==> src/hw/sarseq_pkg.sv <==
// Package with register map, field positions, reset values and timing for the sequencer
package sarseq_pkg;
    // ****************************************************************
    // Register byte offsets
    // ****************************************************************
    localparam logic [7:0] OFF_CTRL_ONE = 8'h00;   // converter_control_one
    localparam logic [7:0] OFF_CTRL_TWO = 8'h04;   // converter_control_two
    localparam logic [7:0] OFF_CTRL_THREE = 8'h08; // converter_control_three
    localparam logic [7:0] OFF_INSEL = 8'h0c;      // input_select_reg
    localparam logic [7:0] OFF_PCFG = 8'h10;       // port_config_reg
    localparam logic [7:0] OFF_SCAN = 8'h14;       // scan_select_reg
    localparam logic [7:0] OFF_STATUS = 8'h18;     // sequencer state and converter_irq_flag, flag write 1 to clear
    localparam logic [7:0] OFF_BUF = 8'h40;        // result_store, 16 words
    // ****************************************************************
    // Field positions, control one
    // ****************************************************************
    localparam int CONE_ON = 15;       // converter_on
    localparam int CONE_SSRC = 5;      // trigger_source_sel, 3 bits
    localparam int CONE_SIMULTANEOUS_SAMPLE_BIT = 3;    // simultaneous_sample_bit
    localparam int CONE_AUTO_SAMPLE_BIT = 2;      // auto_sample_bit
    localparam int CONE_SAMPLE_START_BIT = 1;      // sample_start_bit
    localparam int CONE_DONE = 0;      // done bit, read only
    // ****************************************************************
    // Field positions, control two
    // ****************************************************************
    localparam int CTWO_SCAN_ENABLE_BIT = 10;    // scan_enable_bit
    localparam int CTWO_CHANNEL_COUNT_SEL = 8;      // channel_count_sel, 2 bits
    localparam int CTWO_BUFS = 7;      // half being written, read only
    localparam int CTWO_SMPI = 2;      // sequences_per_irq, 4 bits
    localparam int CTWO_BUFFER_SPLIT_BIT = 1;      // buffer_split_bit
    localparam int CTWO_ALTERNATE_INPUT_BIT = 0;      // alternate_input_bit
    // ****************************************************************
    // Field positions, control three and status
    // ****************************************************************
    localparam int CTHR_AUTO_SAMPLE_CLOCKS = 8;      // auto_sample_clocks, 5 bits
    localparam int CTHR_ADCS = 0;      // conv_clock_divider, 6 bits
    localparam int STAT_IRQF = 0;      // converter_irq_flag, write 1 to clear
    // ****************************************************************
    // Codes, reset values and timing
    // ****************************************************************
    localparam logic [2:0] SSRC_SOFT = 3'h0;  // Clearing sample bit converts
    localparam logic [2:0] SSRC_TIMER = 3'h2; // Timer time-out pin
    localparam logic [2:0] SSRC_EXT = 3'h1;   // External event pin
    localparam logic [2:0] SSRC_AUTO = 3'h7;  // Count of clocks after start
    localparam logic [31:0] RST_REG = 32'h0000_0000;
    localparam logic [4:0] CONV_TAD = 5'h0c;  // 12 periods per conversion
    localparam logic [1:0] ABORT_TAD = 2'h2;  // Wait after abort
    localparam real CLK_NS = 8.0;             // 125 MHz
endpackage

==> src/hw/sarseq_tad_div.sv <==
// Conversion clock divider producing a one-cycle period enable
`timescale 1ns/1ns
`default_nettype none
module sarseq_tad_div (
    // Clock and reset
    input wire logic aclk,
    input wire logic aresetn,
    // Control
    input wire logic run,
    input wire logic [5:0] divider,
    // Period enable
    output logic tad_tick
);
    // ****************************************************************
    // State
    // ****************************************************************
    typedef struct packed {
        logic [6:0] cnt; // Half-period count
        logic tick;      // Registered tick
    } sarseq_div_s;
    sarseq_div_s r;
    sarseq_div_s next_r;

    // Period is (divider + 1) half instruction cycles, here whole clocks
    always_comb begin
        next_r = r;
        next_r.tick = 1'b0;
        if (!run) begin
            next_r.cnt = 7'h00;
        end else if (r.cnt >= {1'b0, divider}) begin
            next_r.cnt = 7'h00;
            next_r.tick = 1'b1;
        end else begin
            next_r.cnt = r.cnt + 7'h01;
        end
    end

    // Register the state
    always_ff @(posedge aclk) begin
        if (!aresetn) begin
            r <= '0;
        end else begin
            r <= next_r;
        end
    end

    assign tad_tick = r.tick;
endmodule
`default_nettype wire

==> src/hw/sarseq_top.sv <==
// Sequencer for the 10-bit successive-approximation converter with AXI4-Lite registers
// ****************************************************************
// ****************************************************************
`timescale 1ns/1ns
`default_nettype none
module sarseq_top (
    // Clock and reset
    input wire logic aclk,
    input wire logic aresetn,
    // AXI4-Lite write address
    input wire logic [7:0] s_axi_awaddr,
    input wire logic s_axi_awvalid,
    output logic s_axi_awready,
    // AXI4-Lite write data
    input wire logic [31:0] s_axi_wdata,
    input wire logic [3:0] s_axi_wstrb,
    input wire logic s_axi_wvalid,
    output logic s_axi_wready,
    // AXI4-Lite write response
    output logic [1:0] s_axi_bresp,
    output logic s_axi_bvalid,
    input wire logic s_axi_bready,
    // AXI4-Lite read address
    input wire logic [7:0] s_axi_araddr,
    input wire logic s_axi_arvalid,
    output logic s_axi_arready,
    // AXI4-Lite read data
    output logic [31:0] s_axi_rdata,
    output logic [1:0] s_axi_rresp,
    output logic s_axi_rvalid,
    input wire logic s_axi_rready,
    // Trigger pins, asynchronous
    input wire logic timer_trig,
    input wire logic ext_trig,
    // Analog front end
    output logic [3:0] sh_sample,      // Hold amplifiers tracking
    output logic [1:0] conv_channel,   // Hold being converted
    output logic conv_start,           // One-cycle start of a conversion
    output logic [3:0] ch0_input,      // Input routed to first hold
    output logic ch_alt_set,           // Secondary input set in use
    output logic [15:0] analog_pin_en, // Pins that are analog
    input wire logic [9:0] conv_result // Converter result at end
);
    // ****************************************************************
    // Sequencer states
    // ****************************************************************
    typedef enum logic [3:0] {
        ST_IDLE = 4'b0001, // Off or waiting for sample bit
        ST_SAMPLE_START_BIT = 4'b0010, // Acquiring
        ST_CONV = 4'b0100, // Converting one hold
        ST_WAIT = 4'b1000  // Post-abort hold-off
    } sarseq_st_e;

    // ****************************************************************
    // Module state apart from the result store, ch0_q and the divider
    // ****************************************************************
    typedef struct packed {
        sarseq_st_e st;
        logic [31:0] c1, c2, c3, insel, pcfg, scan;
        logic irqf, done, half, alt;     // Flag, done, store half, set B
        logic [3:0] wptr, seq, scan_pos; // Store pointer, sequence count, scan
        logic [1:0] ch;                  // Hold in progress
        logic [4:0] tcnt;                // Period counter
        logic sample_start_bit_q;                    // Previous sample bit
        logic [1:0] tsync, esync, tq;    // Pin synchronisers, edge history
        logic aw, w; logic [7:0] awa; logic [31:0] wd; logic [3:0] ws;
        logic bv, rv; logic [31:0] rd;
        logic [3:0] sh; logic cs;
    } sarseq_s;
    sarseq_s r;
    sarseq_s next_r;
    logic [9:0] store [16];            // Result store
    logic wr_en;                       // Store write this cycle
    logic tad;                         // Conversion period enable
    logic on;                          // converter_on
    logic [1:0] nch;                   // Holds minus one

    assign on = r.c1[sarseq_pkg::CONE_ON];
    assign nch = (r.c2[sarseq_pkg::CTWO_CHANNEL_COUNT_SEL+1]) ? 2'h3 :
                 (r.c2[sarseq_pkg::CTWO_CHANNEL_COUNT_SEL] ? 2'h1 : 2'h0);

    sarseq_tad_div u_div (
        .aclk(aclk),
        .aresetn(aresetn),
        .run(on),
        .divider(r.c3[sarseq_pkg::CTHR_ADCS +: 6]),
        .tad_tick(tad)
    );

    // Next input on scan list at or after a position
    function automatic logic [3:0] scan_next(input logic [15:0] sel, input logic [3:0] from);
        logic [3:0] res;
        logic hit;
        res = from;
        hit = 1'b0;
        for (int i = 0; i < 16; i++) begin
            if (!hit && i >= int'(from) && sel[i]) begin
                res = 4'(i);
                hit = 1'b1;
            end
        end
        return res;
    endfunction

    // ****************************************************************
    // Next state
    // ****************************************************************
    always_comb begin
        logic trig, last_seq, ar_ok;
        logic irq_set;
        next_r = r;
        wr_en = 1'b0;
        trig = 1'b0;
        last_seq = 1'b0;
        ar_ok = 1'b0;
        irq_set = 1'b0;
        next_r.cs = 1'b0;
        // Pin synchronisers; only the second stage is looked at
        next_r.tsync = {r.tsync[0], timer_trig};
        next_r.esync = {r.esync[0], ext_trig};
        next_r.tq = {r.tsync[1], r.esync[1]};
        next_r.sample_start_bit_q = r.c1[sarseq_pkg::CONE_SAMPLE_START_BIT];
        unique case (r.c1[sarseq_pkg::CONE_SSRC +: 3])
            sarseq_pkg::SSRC_SOFT: trig = r.sample_start_bit_q & ~r.c1[sarseq_pkg::CONE_SAMPLE_START_BIT];
            sarseq_pkg::SSRC_TIMER: trig = r.tsync[1] & ~r.tq[1];
            sarseq_pkg::SSRC_EXT: trig = r.esync[1] & ~r.tq[0];
            // clock count after start, at least one
            sarseq_pkg::SSRC_AUTO: trig = tad && (r.tcnt + 5'h01 >=
                r.c3[sarseq_pkg::CTHR_AUTO_SAMPLE_CLOCKS +: 5]);
            default: trig = 1'b0;
        endcase
        // no sleep input: sequencing never pauses
        unique case (r.st)
            ST_IDLE: begin
                if (on && r.c1[sarseq_pkg::CONE_SAMPLE_START_BIT]) begin
                    next_r.st = ST_SAMPLE_START_BIT;
                    next_r.tcnt = 5'h00;
                    next_r.done = 1'b0;
                end
            end
            ST_SAMPLE_START_BIT: begin
                if (tad) begin
                    next_r.tcnt = r.tcnt + 5'h01;
                end
                if (trig) begin
                    next_r.st = ST_CONV;
                    next_r.tcnt = 5'h00;
                    next_r.cs = 1'b1;
                    if (r.c3[sarseq_pkg::CTHR_AUTO_SAMPLE_CLOCKS +: 5] == 5'h00 &&
                        r.c1[sarseq_pkg::CONE_SSRC +: 3] == sarseq_pkg::SSRC_AUTO) begin
                        next_r.st = ST_SAMPLE_START_BIT;
                        next_r.cs = 1'b0;
                    end
                    if (r.c1[sarseq_pkg::CONE_SSRC +: 3] != sarseq_pkg::SSRC_SOFT) begin
                        next_r.c1[sarseq_pkg::CONE_SAMPLE_START_BIT] = 1'b0;
                    end
                end
            end
            ST_CONV: begin
                if (tad) begin
                    next_r.tcnt = r.tcnt + 5'h01;
                end
                if (tad && r.tcnt + 5'h01 == sarseq_pkg::CONV_TAD) begin
                    wr_en = 1'b1;
                    next_r.wptr = r.wptr + 4'h1;
                    next_r.tcnt = 5'h00;
                    if (r.ch != nch) begin
                        next_r.ch = r.ch + 2'h1;
                        next_r.cs = r.c1[sarseq_pkg::CONE_SIMULTANEOUS_SAMPLE_BIT]; // Sequential: sample first
                        next_r.st = r.c1[sarseq_pkg::CONE_SIMULTANEOUS_SAMPLE_BIT] ? ST_CONV : ST_SAMPLE_START_BIT;
                    end else begin
                        next_r.ch = 2'h0;
                        last_seq = (r.seq == r.c2[sarseq_pkg::CTWO_SMPI +: 4]);
                        next_r.alt = r.c2[sarseq_pkg::CTWO_ALTERNATE_INPUT_BIT] & ~r.alt;
                        // scan advances past the input used
                        next_r.scan_pos = scan_next(r.scan[15:0], r.scan_pos) + 4'h1;
                        next_r.seq = r.seq + 4'h1;
                        // group of count field plus one
                        if (last_seq) begin
                            next_r.irqf = 1'b1;
                            next_r.done = 1'b1;
                            next_r.seq = 4'h0;
                            next_r.half = r.c2[sarseq_pkg::CTWO_BUFFER_SPLIT_BIT] & ~r.half;
                            next_r.wptr = 4'h0;
                            next_r.scan_pos = 4'h0;
                        end
                        next_r.st = (r.c1[sarseq_pkg::CONE_AUTO_SAMPLE_BIT] && on) ? ST_SAMPLE_START_BIT : ST_IDLE;
                        next_r.c1[sarseq_pkg::CONE_SAMPLE_START_BIT] = r.c1[sarseq_pkg::CONE_AUTO_SAMPLE_BIT];
                    end
                end
            end
            ST_WAIT: begin
                if (tad) begin
                    next_r.tcnt = r.tcnt + 5'h01;
                end
                if (r.tcnt >= {3'h0, sarseq_pkg::ABORT_TAD}) begin
                    next_r.st = ST_IDLE;
                end
            end
        endcase
        next_r.sh = 4'h0;
        if (next_r.st == ST_SAMPLE_START_BIT) begin
            next_r.sh = r.c1[sarseq_pkg::CONE_SIMULTANEOUS_SAMPLE_BIT] ? {nch[1], nch[1], nch[0], 1'b1}
                                                      : 4'(1 << next_r.ch);
        end
        if (!on && r.st != ST_IDLE && r.st != ST_WAIT) begin
            next_r.st = ST_WAIT;
            next_r.tcnt = 5'h00;
            next_r.ch = 2'h0;
            next_r.sh = 4'h0;
            next_r.cs = 1'b0;
            wr_en = 1'b0;
            // Sequencing restarts; a coinciding group end is dropped
            next_r.irqf = r.irqf;
            next_r.done = r.done;
            next_r.half = r.half;
            next_r.seq = 4'h0;
            next_r.wptr = 4'h0;
            next_r.scan_pos = 4'h0;
            next_r.alt = 1'b0;
        end
        // Group end that survived an abort; it beats a flag clear
        irq_set = last_seq && wr_en;
        // AXI write: capture address and data in any order
        if (s_axi_awvalid && !r.aw) begin
            next_r.aw = 1'b1;
            next_r.awa = s_axi_awaddr;
        end
        if (s_axi_wvalid && !r.w) begin
            next_r.w = 1'b1;
            next_r.wd = s_axi_wdata;
            next_r.ws = s_axi_wstrb;
        end
        if (r.aw && r.w && !r.bv) begin
            next_r.aw = 1'b0;
            next_r.w = 1'b0;
            next_r.bv = 1'b1;
            // settings writes are accepted; software keeps them still while on
            unique case (r.awa & 8'hfc)
                sarseq_pkg::OFF_CTRL_ONE: next_r.c1 = r.wd & 32'h0000_80ee;
                sarseq_pkg::OFF_CTRL_TWO: next_r.c2 = r.wd & 32'h0000_077f;
                sarseq_pkg::OFF_CTRL_THREE: next_r.c3 = r.wd & 32'h0000_1f3f;
                sarseq_pkg::OFF_INSEL: next_r.insel = r.wd & 32'h0000_1f1f;
                sarseq_pkg::OFF_PCFG: next_r.pcfg = r.wd & 32'h0000_ffff;
                sarseq_pkg::OFF_SCAN: next_r.scan = r.wd & 32'h0000_ffff;
                sarseq_pkg::OFF_STATUS: begin
                    if (r.wd[sarseq_pkg::STAT_IRQF] && !irq_set) begin
                        next_r.irqf = 1'b0;
                    end
                end
                default: ;
            endcase
        end
        if (r.bv && s_axi_bready) begin
            next_r.bv = 1'b0;
        end
        // AXI read
        if (s_axi_arvalid && !r.rv) begin
            next_r.rv = 1'b1;
            ar_ok = 1'b1;
            unique case (s_axi_araddr & 8'hfc)
                sarseq_pkg::OFF_CTRL_ONE: next_r.rd = {r.c1[31:1], r.done};
                sarseq_pkg::OFF_CTRL_TWO: next_r.rd = {r.c2[31:8], r.half, r.c2[6:0]};
                sarseq_pkg::OFF_CTRL_THREE: next_r.rd = r.c3;
                sarseq_pkg::OFF_INSEL: next_r.rd = r.insel;
                sarseq_pkg::OFF_PCFG: next_r.rd = r.pcfg;
                sarseq_pkg::OFF_SCAN: next_r.rd = r.scan;
                sarseq_pkg::OFF_STATUS: next_r.rd = {24'h0, r.st, 3'h0, r.irqf};
                default: begin
                    next_r.rd = 32'h0000_0000;
                    ar_ok = 1'b0;
                end
            endcase
            if ((s_axi_araddr & 8'hc0) == sarseq_pkg::OFF_BUF) begin
                next_r.rd = {22'h0, store[s_axi_araddr[5:2]]};
                ar_ok = 1'b1;
            end
            if (!ar_ok) begin
                next_r.rd = 32'h0000_0000;
            end
        end
        if (r.rv && s_axi_rready) begin
            next_r.rv = 1'b0;
        end
    end

    // ****************************************************************
    // Registers and result store
    // ****************************************************************
    always_ff @(posedge aclk) begin
        if (!aresetn) begin
            r <= '0;
            r.st <= ST_IDLE;
        end else begin
            r <= next_r;
        end
    end

    // Store has no reset; contents persist across aborts
    always_ff @(posedge aclk) begin
        if (wr_en) begin
            store[{r.half & r.c2[sarseq_pkg::CTWO_BUFFER_SPLIT_BIT], 3'h0} + r.wptr] <= conv_result;
        end
    end

    // ****************************************************************
    // Outputs
    // ****************************************************************
    logic [3:0] ch0_q;
    // first hold input: scan, secondary or primary set
    always_ff @(posedge aclk) begin
        if (!aresetn) begin
            ch0_q <= 4'h0;
        end else if (r.c2[sarseq_pkg::CTWO_SCAN_ENABLE_BIT] && !r.alt) begin
            ch0_q <= scan_next(r.scan[15:0], r.scan_pos);
        end else begin
            ch0_q <= r.alt ? r.insel[11:8] : r.insel[3:0];
        end
    end

    assign s_axi_awready = ~r.aw;
    assign s_axi_wready = ~r.w;
    assign s_axi_bresp = 2'h0;
    assign s_axi_bvalid = r.bv;
    assign s_axi_arready = ~r.rv;
    assign s_axi_rdata = r.rd;
    assign s_axi_rresp = 2'h0;
    assign s_axi_rvalid = r.rv;
    assign sh_sample = r.sh;
    assign conv_channel = r.ch;
    assign conv_start = r.cs;
    assign ch0_input = ch0_q;
    assign ch_alt_set = r.alt;
    assign analog_pin_en = ~r.pcfg[15:0];
endmodule
`default_nettype wire

==> config.mk <==
export PLATFORM = sky130hd
export DESIGN_NAME = sarseq_top
export DESIGN_NICKNAME = d
export VERILOG_FILES = /design/src/hw/sarseq_pkg.sv /design/src/hw/sarseq_tad_div.sv /design/src/hw/sarseq_top.sv
export SDC_FILE = /design/constraint.sdc
export NUM_CORES = 1
export LEC_CHECK = 0
export BUFFER_PORTS_ARGS = -buffer_cell sky130_fd_sc_hd__buf_2
export CORE_MARGIN = 2
export CORE_UTILIZATION = 53
export DETAILED_ROUTE_END_ITERATION = 16
export GPL_ROUTABILITY_DRIVEN = 0
export HOLD_SLACK_MARGIN = 0.12
export PLACE_DENSITY = 0.83
export SLEW_MARGIN = 5
export SYNTH_ARGS = -nofsm -noshare
export SYNTH_HDL_FRONTEND = slang
export SYNTH_HIERARCHICAL = 1
export SYNTH_SLANG_ARGS = --single-unit
export TNS_END_PERCENT = 10
==> constraint.sdc <==
create_clock -name aclk -period 4.35 [get_ports aclk]
set_input_delay 0.435 -clock aclk [delete_from_list [all_inputs] [get_ports aclk]]
set_output_delay 0.435 -clock aclk [all_outputs]
set_load 0.005 [all_outputs]
# --- After elaboration in Yosys (flattened, before gate mapping) ---
# Memories as Yosys holds them, arrays and structs flattened.
# Index checks and enable logic that the tools add are counted.
op_classes:
  n_reduce_logical: 137
  add_sub_neg: 7
  shifts: 1
  n_bitwise: 20
  muxes: 202
  eq_ne: 30
  order_cmp: 18
ops:
  columns: ["cell", "n"]
  rows:
  - ["$mux 4", 42]
  - ["$mux 163", 1]
  - ["$mux 1", 129]
  - ["$pmux 16 s7", 1]
  - ["$logic_and 1x1->1", 76]
  - ["$mux 16", 4]
  - ["$mux 32", 2]
  - ["$mux 23", 2]
  - ["$logic_not 1->1", 37]
  - ["$eq 6x3->1 const B", 6]
  - ["$ge 4x4->1 const A", 7]
  - ["$mux 13", 2]
  - ["$eq 6x2->1 const B", 4]
  - ["$pmux 5 s4", 1]
  - ["$ge 3x4->1 const A", 4]
  - ["$logic_not 8->1", 2]
  - ["$not 16->16", 1]
  - ["$pmux 4 s4", 1]
  - ["$reduce_and 2->1", 8]
  - ["$mux 5", 3]
  - ["$not 1->1", 13]
  - ["$add 4x1->4 const B", 3]
  - ["$eq 6x1->1 const B", 2]
  - ["$mux 12", 1]
  - ["40 further kinds", 63]
word_totals:
  word_cells: 450
  mem_count: 1
  regBits: 181
  ramBits: 160
memory_table:
  columns: ["name", "depth", "word_bits", "read_ports", "rd_ports_with_merged_regs", "wr", "line_no", "rtl"]
  rows:
  - ["store", 16, 10, 1, 0, 1, "sarseq_top.sv:72", "logic [9:0] store [16];"]

# --- Logic depth before layout (Yosys ltp) ---
depth:
  ltp_word: 119
  depth_mapped: 12
  depth_no_buf: 11

# --- By module ---
# The synthesis kept the hierarchy.
by_module_without_submodules:
  columns: ["mod", "instances", "seq_area_each_um2", "cells_per_inst", "area_per_inst_um2"]
  rows:
  - ["sarseq_top", 1, 7907.6, 1188, 14179.8]
  - ["sarseq_tad_div", 1, 160.2, 48, 470.5]

# --- Worst setup path after synthesis ---
# Ideal clock, no wire load.
synth_timing:
  path_type: "reg-to-reg"
  start: "register r[92] (netlist bit)"
  end: "memory store[15][0], enable pin"
  stages_incl_launch_ff: 8
  period_less_slack_ps: 2651
  t_arrival_ps: 2261
  slack_ps: 1699
  cell_sequence: "dfxtp_1 > ha_1 > nor3b_1 > o211ai_2 > a21oi_1 > buf_2 > nand2_1 > nor3_1"
synth_via:
  elab_chain_len: 8
synth_lines:
  columns: ["item", "line_no", "rtl"]
  rows:
  - ["start, declared", "sarseq_top.sv:70", "sarseq_s r;"]
  - ["start signal, assigned", "sarseq_top.sv:295", "r <= next_r;"]
  - ["$add 5x1->5", "sarseq_top.sv:163", "if (tad && r.tcnt + 5'h01 == sarseq_pkg::CONV_TAD) begin"]
  - ["$eq 5x4->1", "sarseq_top.sv:163", null]
  - ["$logic_and 1x1->1", "sarseq_top.sv:163", null]
  - ["$mux 1", "sarseq_top.sv:163", null]
  - ["$mux 1", "sarseq_top.sv:133", "unique case (r.st)"]
  - ["$mux 1", "sarseq_top.sv:206", "if (!on && r.st != ST_IDLE && r.st != ST_WAIT) begin"]
  - ["$mux 1", "sarseq_top.sv:301", "if (wr_en) begin"]
  - ["$mux 1 (implied by the code)", "sarseq_top.sv:302", "store[{r.half & r.c2[sarseq_pkg::CTWO_BUFFER_SPLIT_BIT], 3'h0} + r.wptr] <= conv_result;"]
  - ["end, declared", "sarseq_top.sv:72", null]
# Every way passes these cells.

# --- Worst setup path in the final report ---
layout_timing:
  start: "register r[92] (netlist bit)"
  end: "register r (netlist bit sh_sample[1])"
layout_via:
  elab_chain_len: 9
  word_cells_on_any_way: 18
  cone_classes: "add/sub (1); order compare (2); eq/ne (2); shift (1); mux (8); bitwise (1); reduce/logical (3)"
layout_lines:
  columns: ["item", "line_no", "rtl"]
  rows:
  - ["$add 5x1->5", "sarseq_top.sv:128, sarseq_top.sv:163", null]
  - ["$ge 5x5->1", "sarseq_top.sv:128", "sarseq_pkg::SSRC_AUTO: trig = tad && (r.tcnt + 5'h01 >="]
  - ["$logic_and 1x1->1", "sarseq_top.sv:128", null]
  - ["$pmux 1 s4", "sarseq_top.sv:123", "unique case (r.c1[sarseq_pkg::CONE_SSRC +: 3])"]
  - ["$mux 4", "sarseq_top.sv:145", "if (trig) begin"]
  - ["$pmux 4 s4", "sarseq_top.sv:133", null]
  - ["$eq 4x2->1", "sarseq_top.sv:202", "if (next_r.st == ST_SAMPLE_START_BIT) begin"]
  - ["$not 1->1 (no source line)", null, null]
  - ["$reduce_or 3->1 (no source line)", null, null]
# Several ways; a longest one is shown, not always the timed one. The select of a mux whose other input is x is not followed.
# A chain may end at the register's enable or synchronous reset.

==> reports/qor.yml <==
min_path_type: "input pin to flop"
rrSetupSlack_ns: 1.33
rsz0062_at_grt: "false"
cp_slowest_cell: "dfxtp_1"
worst-path-stages: 11
crit_chain: "ha_1, nand3_1, xnor2_1, ha_1, a21oi_1, o21ai_1, a32oi_2, nor2_1, a221oi_1, nand4_1, a211oi_2"
wire_per_inst_um: 21.8
setup_violations: 0
ir_worst_vdd_uv: 337
vias: 10100
crit_required_ns: 4.84
drt_pass1_iterations: 6
drive_gt1_frac: 0.179
synth-main-ff-cell: "dfxtp_1"
wl_met2_um: 18400
total_power_mw: 6.48
startpoint_type: "flop"
route.met3.wl_um: 2640
synth-seq-cells: 323
powerDensity_nw_per_um2: 398
yosysUniqueCellTypes: 83
dp.final_hpwl_um: 23700
yosysWarningCount: 6
finalHoldViolCount: 0
cts_buffer_depth: 3
seq_area_frac_synth: 0.551
crit_arrival_ns: 3.51
die-height_um: 170
grt.total_usage: 0.252
cts_tree: "built"
final_nets: 1396
insertion_delay_ns: 0.57
crit_start: "r[92]$_SDFFE_PP0N_"
reg2reg_depth: 11
relSlewSlack: 0.200
rr_startpoint: "r[92]$_SDFFE_PP0N_"
cts_buffers: 31
grt_start_max_net_pins: 131
area_delta_synth_final_pct: 11.1
syn_area_per_cell_sq_um: 11.9
ctsRootBufferMaster: "clkbuf_16"
wl_met1_um: 13900
crit_path_frequent_cell: "ha_1"
clock_sinks: 323
fin_ws_ns: 1.33
p_leak_nw: 5.67
worst-path-buf-inv: 0
fmax_ghz: 0.331
max_stage_delay_ns: 0.49
viasPerCell: 6.07
dr.max_layer_used: "met4"
final_antenna_net_count: 0
boundaryPins: 140
portBuffers: 95
path_max_fanout: 9
syn_inst: 1236
antenna_found_initial: 1
pre_cts_slack_ns: 1.22
htreeDepth: 1
synth_async_sr_flop_share: 0
endpoint: "sh_sample[1]$_SDFF_PP0_"
core-area_sq_um: 27000
fin_crit_ns: 3.02
dieWidth_um: 170
wl_um: 36400
tightest_slew_ns: 1.20
fin_tns_setup_ns: 0
reg2reg_to: "sh_sample[1]$_SDFF_PP0_"
drt_iter0_drc: 984
max_cap_viol_count: 0
critPathCaptureType: "flop"
path_delay_family: "compound AO/OA/AOI/OAI gates"
synth-edff-count: 160
post-route-drc-count: 0
clkTransAtPathRegs_ns: 0.06
synth_area_sq_um: 14700
drv_slew: 0
grt_pass1_wl_um: 56200
grt_pass1_vias: 10000
rows: 60
finalCritPeriodShare: 0.694
grt_overflow_total: 0
worst-setup-path-type: "flop to flop"
fin_worst_skew_ns: 0.0114
outcome: "finished, final reports clean"
dieArea_sq_um: 29000
start_util: 0.542
post_cts_buffers: 0
-- report_power, final --
group / leakage, nW / internal (mW) / switching [mW] / total (mW)
Combinational: 2.43 / 0.192 / 0.308 / 0.500
Clock: 0.481 / 1.52 / 1.15 / 2.67
Sequential: 2.76 / 3.22 / 0.0792 / 3.30
Total: 5.67 / 4.94 / 1.54 / 6.48
-- state kept, by name, indices dropped and copies added, names as in the netlist, 2 cells and up --
name	cells
store	160
s_axi_rdata	16
conv_channel	2
ch0_input	4
next_r	5
u_div/r	7
sh_sample	4
r	119
-- stage by stage --
stage | cells | instance area, sq um | util | hold slack [ns]
3_3_place_gp | 1598 | 15100 | 0.560 | 0.428
4_1_cts | 1668 | 16300 | 0.602 | 0.121
3_5_place_dp | 1598 | 15100 | 0.560 | 0.423
6_report | 1669 | 16300 | 0.602 | 0.135
2_1_floorplan | 1255 | 14700 | - | 0.412
5_1_grt | 1668 | 16300 | 0.602 | 0.123
-- synthesized netlist by cell type, drive strengths merged, types with 21 or more instances --
cell type / number / area [sq um]
nor2: 60 / 233
mux2i: 62 / 621
ha: 21 / 263
mux4: 51 / 1150
buf: 70 / 483
a22oi: 30 / 230
and3: 23 / 149
a21boi: 45 / 342
dfxtp: 163 / 3260
a21oi: 40 / 200
edfxtp: 160 / 4800
clkbuf: 40 / 150
nand2: 122 / 460
nor2b: 72 / 450
o21ai: 41 / 213
inv: 46 / 173
-- layout make-up --
| cell class | instances | area [sq um] |
|---|---|---|
| inverters | 46 | 173 |
| clock inverters | 17 | 185 |
| repair buffers | 126 | 743 |
| clock buffers | 39 | 826 |
| fillers | 2082 | 10700 |
| well taps | 341 | 427 |
| diodes | 1 | 2.50 |
| multi-input cells | 776 | 5860 |
| flip-flops and latches | 323 | 8070 |
-- tightest hold or removal path: cells and delay by family --
kind	cells	cell delay [ns]
muxes	1	0.06
and+or+nand+nor	1	0.10
buffers and inverters	1	0.07
-- worst min path at each step --
stage	start	to	slack, ns	depth (start not counted)
after floorplan	next_r[88]$_SDFF_PN0_	next_r[85]$_SDFF_PN0_	0.41	1
after global placement	next_r[88]$_SDFF_PN0_	next_r[85]$_SDFF_PN0_	0.43	1
after detailed placement	next_r[88]$_SDFF_PN0_	next_r[85]$_SDFF_PN0_	0.42	1
after CTS	s_axi_wdata[3]	r[46]$_SDFFE_PN0P_	0.12	3
after global routing	s_axi_bready	s_axi_bvalid$_SDFFE_PP0P_	0.12	3
final	s_axi_awaddr[7]	r[82]$_SDFFE_PN0P_	0.14	3
-- cells by family (layout without fill, tap and decap cells) --
group / after synthesis / after routing / share of synthesized area
simple gates: 374 / 374 / 0.131
flops: 323 / 323 / 0.551
compound gates: 223 / 223 / 0.109
buf+inv: 156 / 228 / 0.0550
mux: 114 / 114 / 0.122
xor+xnor: 24 / 24 / 0.0143
fa+ha+maj: 21 / 21 / 0.0179
other cells: 1 / 21 / 0.000256
-- per-layer routing --
| metal | vias up | GRT usage |
|---|---|---|
| met5 | - | 0 |
| met4 | 0 | 0.0944 |
| met3 | 109 | 0.0423 |
| met2 | 474 | 0.441 |
| met1 | 4966 | 0.313 |
| li1 | 4584 | - |
-- cell usage in the layout (no fill, tap or decap), types with 6 or more instances in the layout --
master and instances:
dfxtp_1 163, edfxtp_1 160, nand2_1 121, buf_2 95
nor2b_1 72, mux2i_1 62, nor2_1 59, mux4_2 51
inv_1 46, a21boi_0 42, a21oi_1 40, o21ai_0 33
clkbuf_16 31, a22oi_1 29, and3_1 22, ha_1 21
conb_1 20, nand3_1 19, nor3_1 17, buf_4 17
and2_1 16, a31oi_1 14, dlygate4sd3_1 14, xnor2_1 12
xor2_1 12, nand2b_1 9, o21ai_1 6, nand4_1 6
clkbuf_1 6
-- timing repair --
item | in CTS | in global routing
endpoints found under the hold margin | 14 | 0
hold buffers | 14 | 0
resized for setup | 0 | 0
Note: power is estimated with default switching activity, not from simulation.
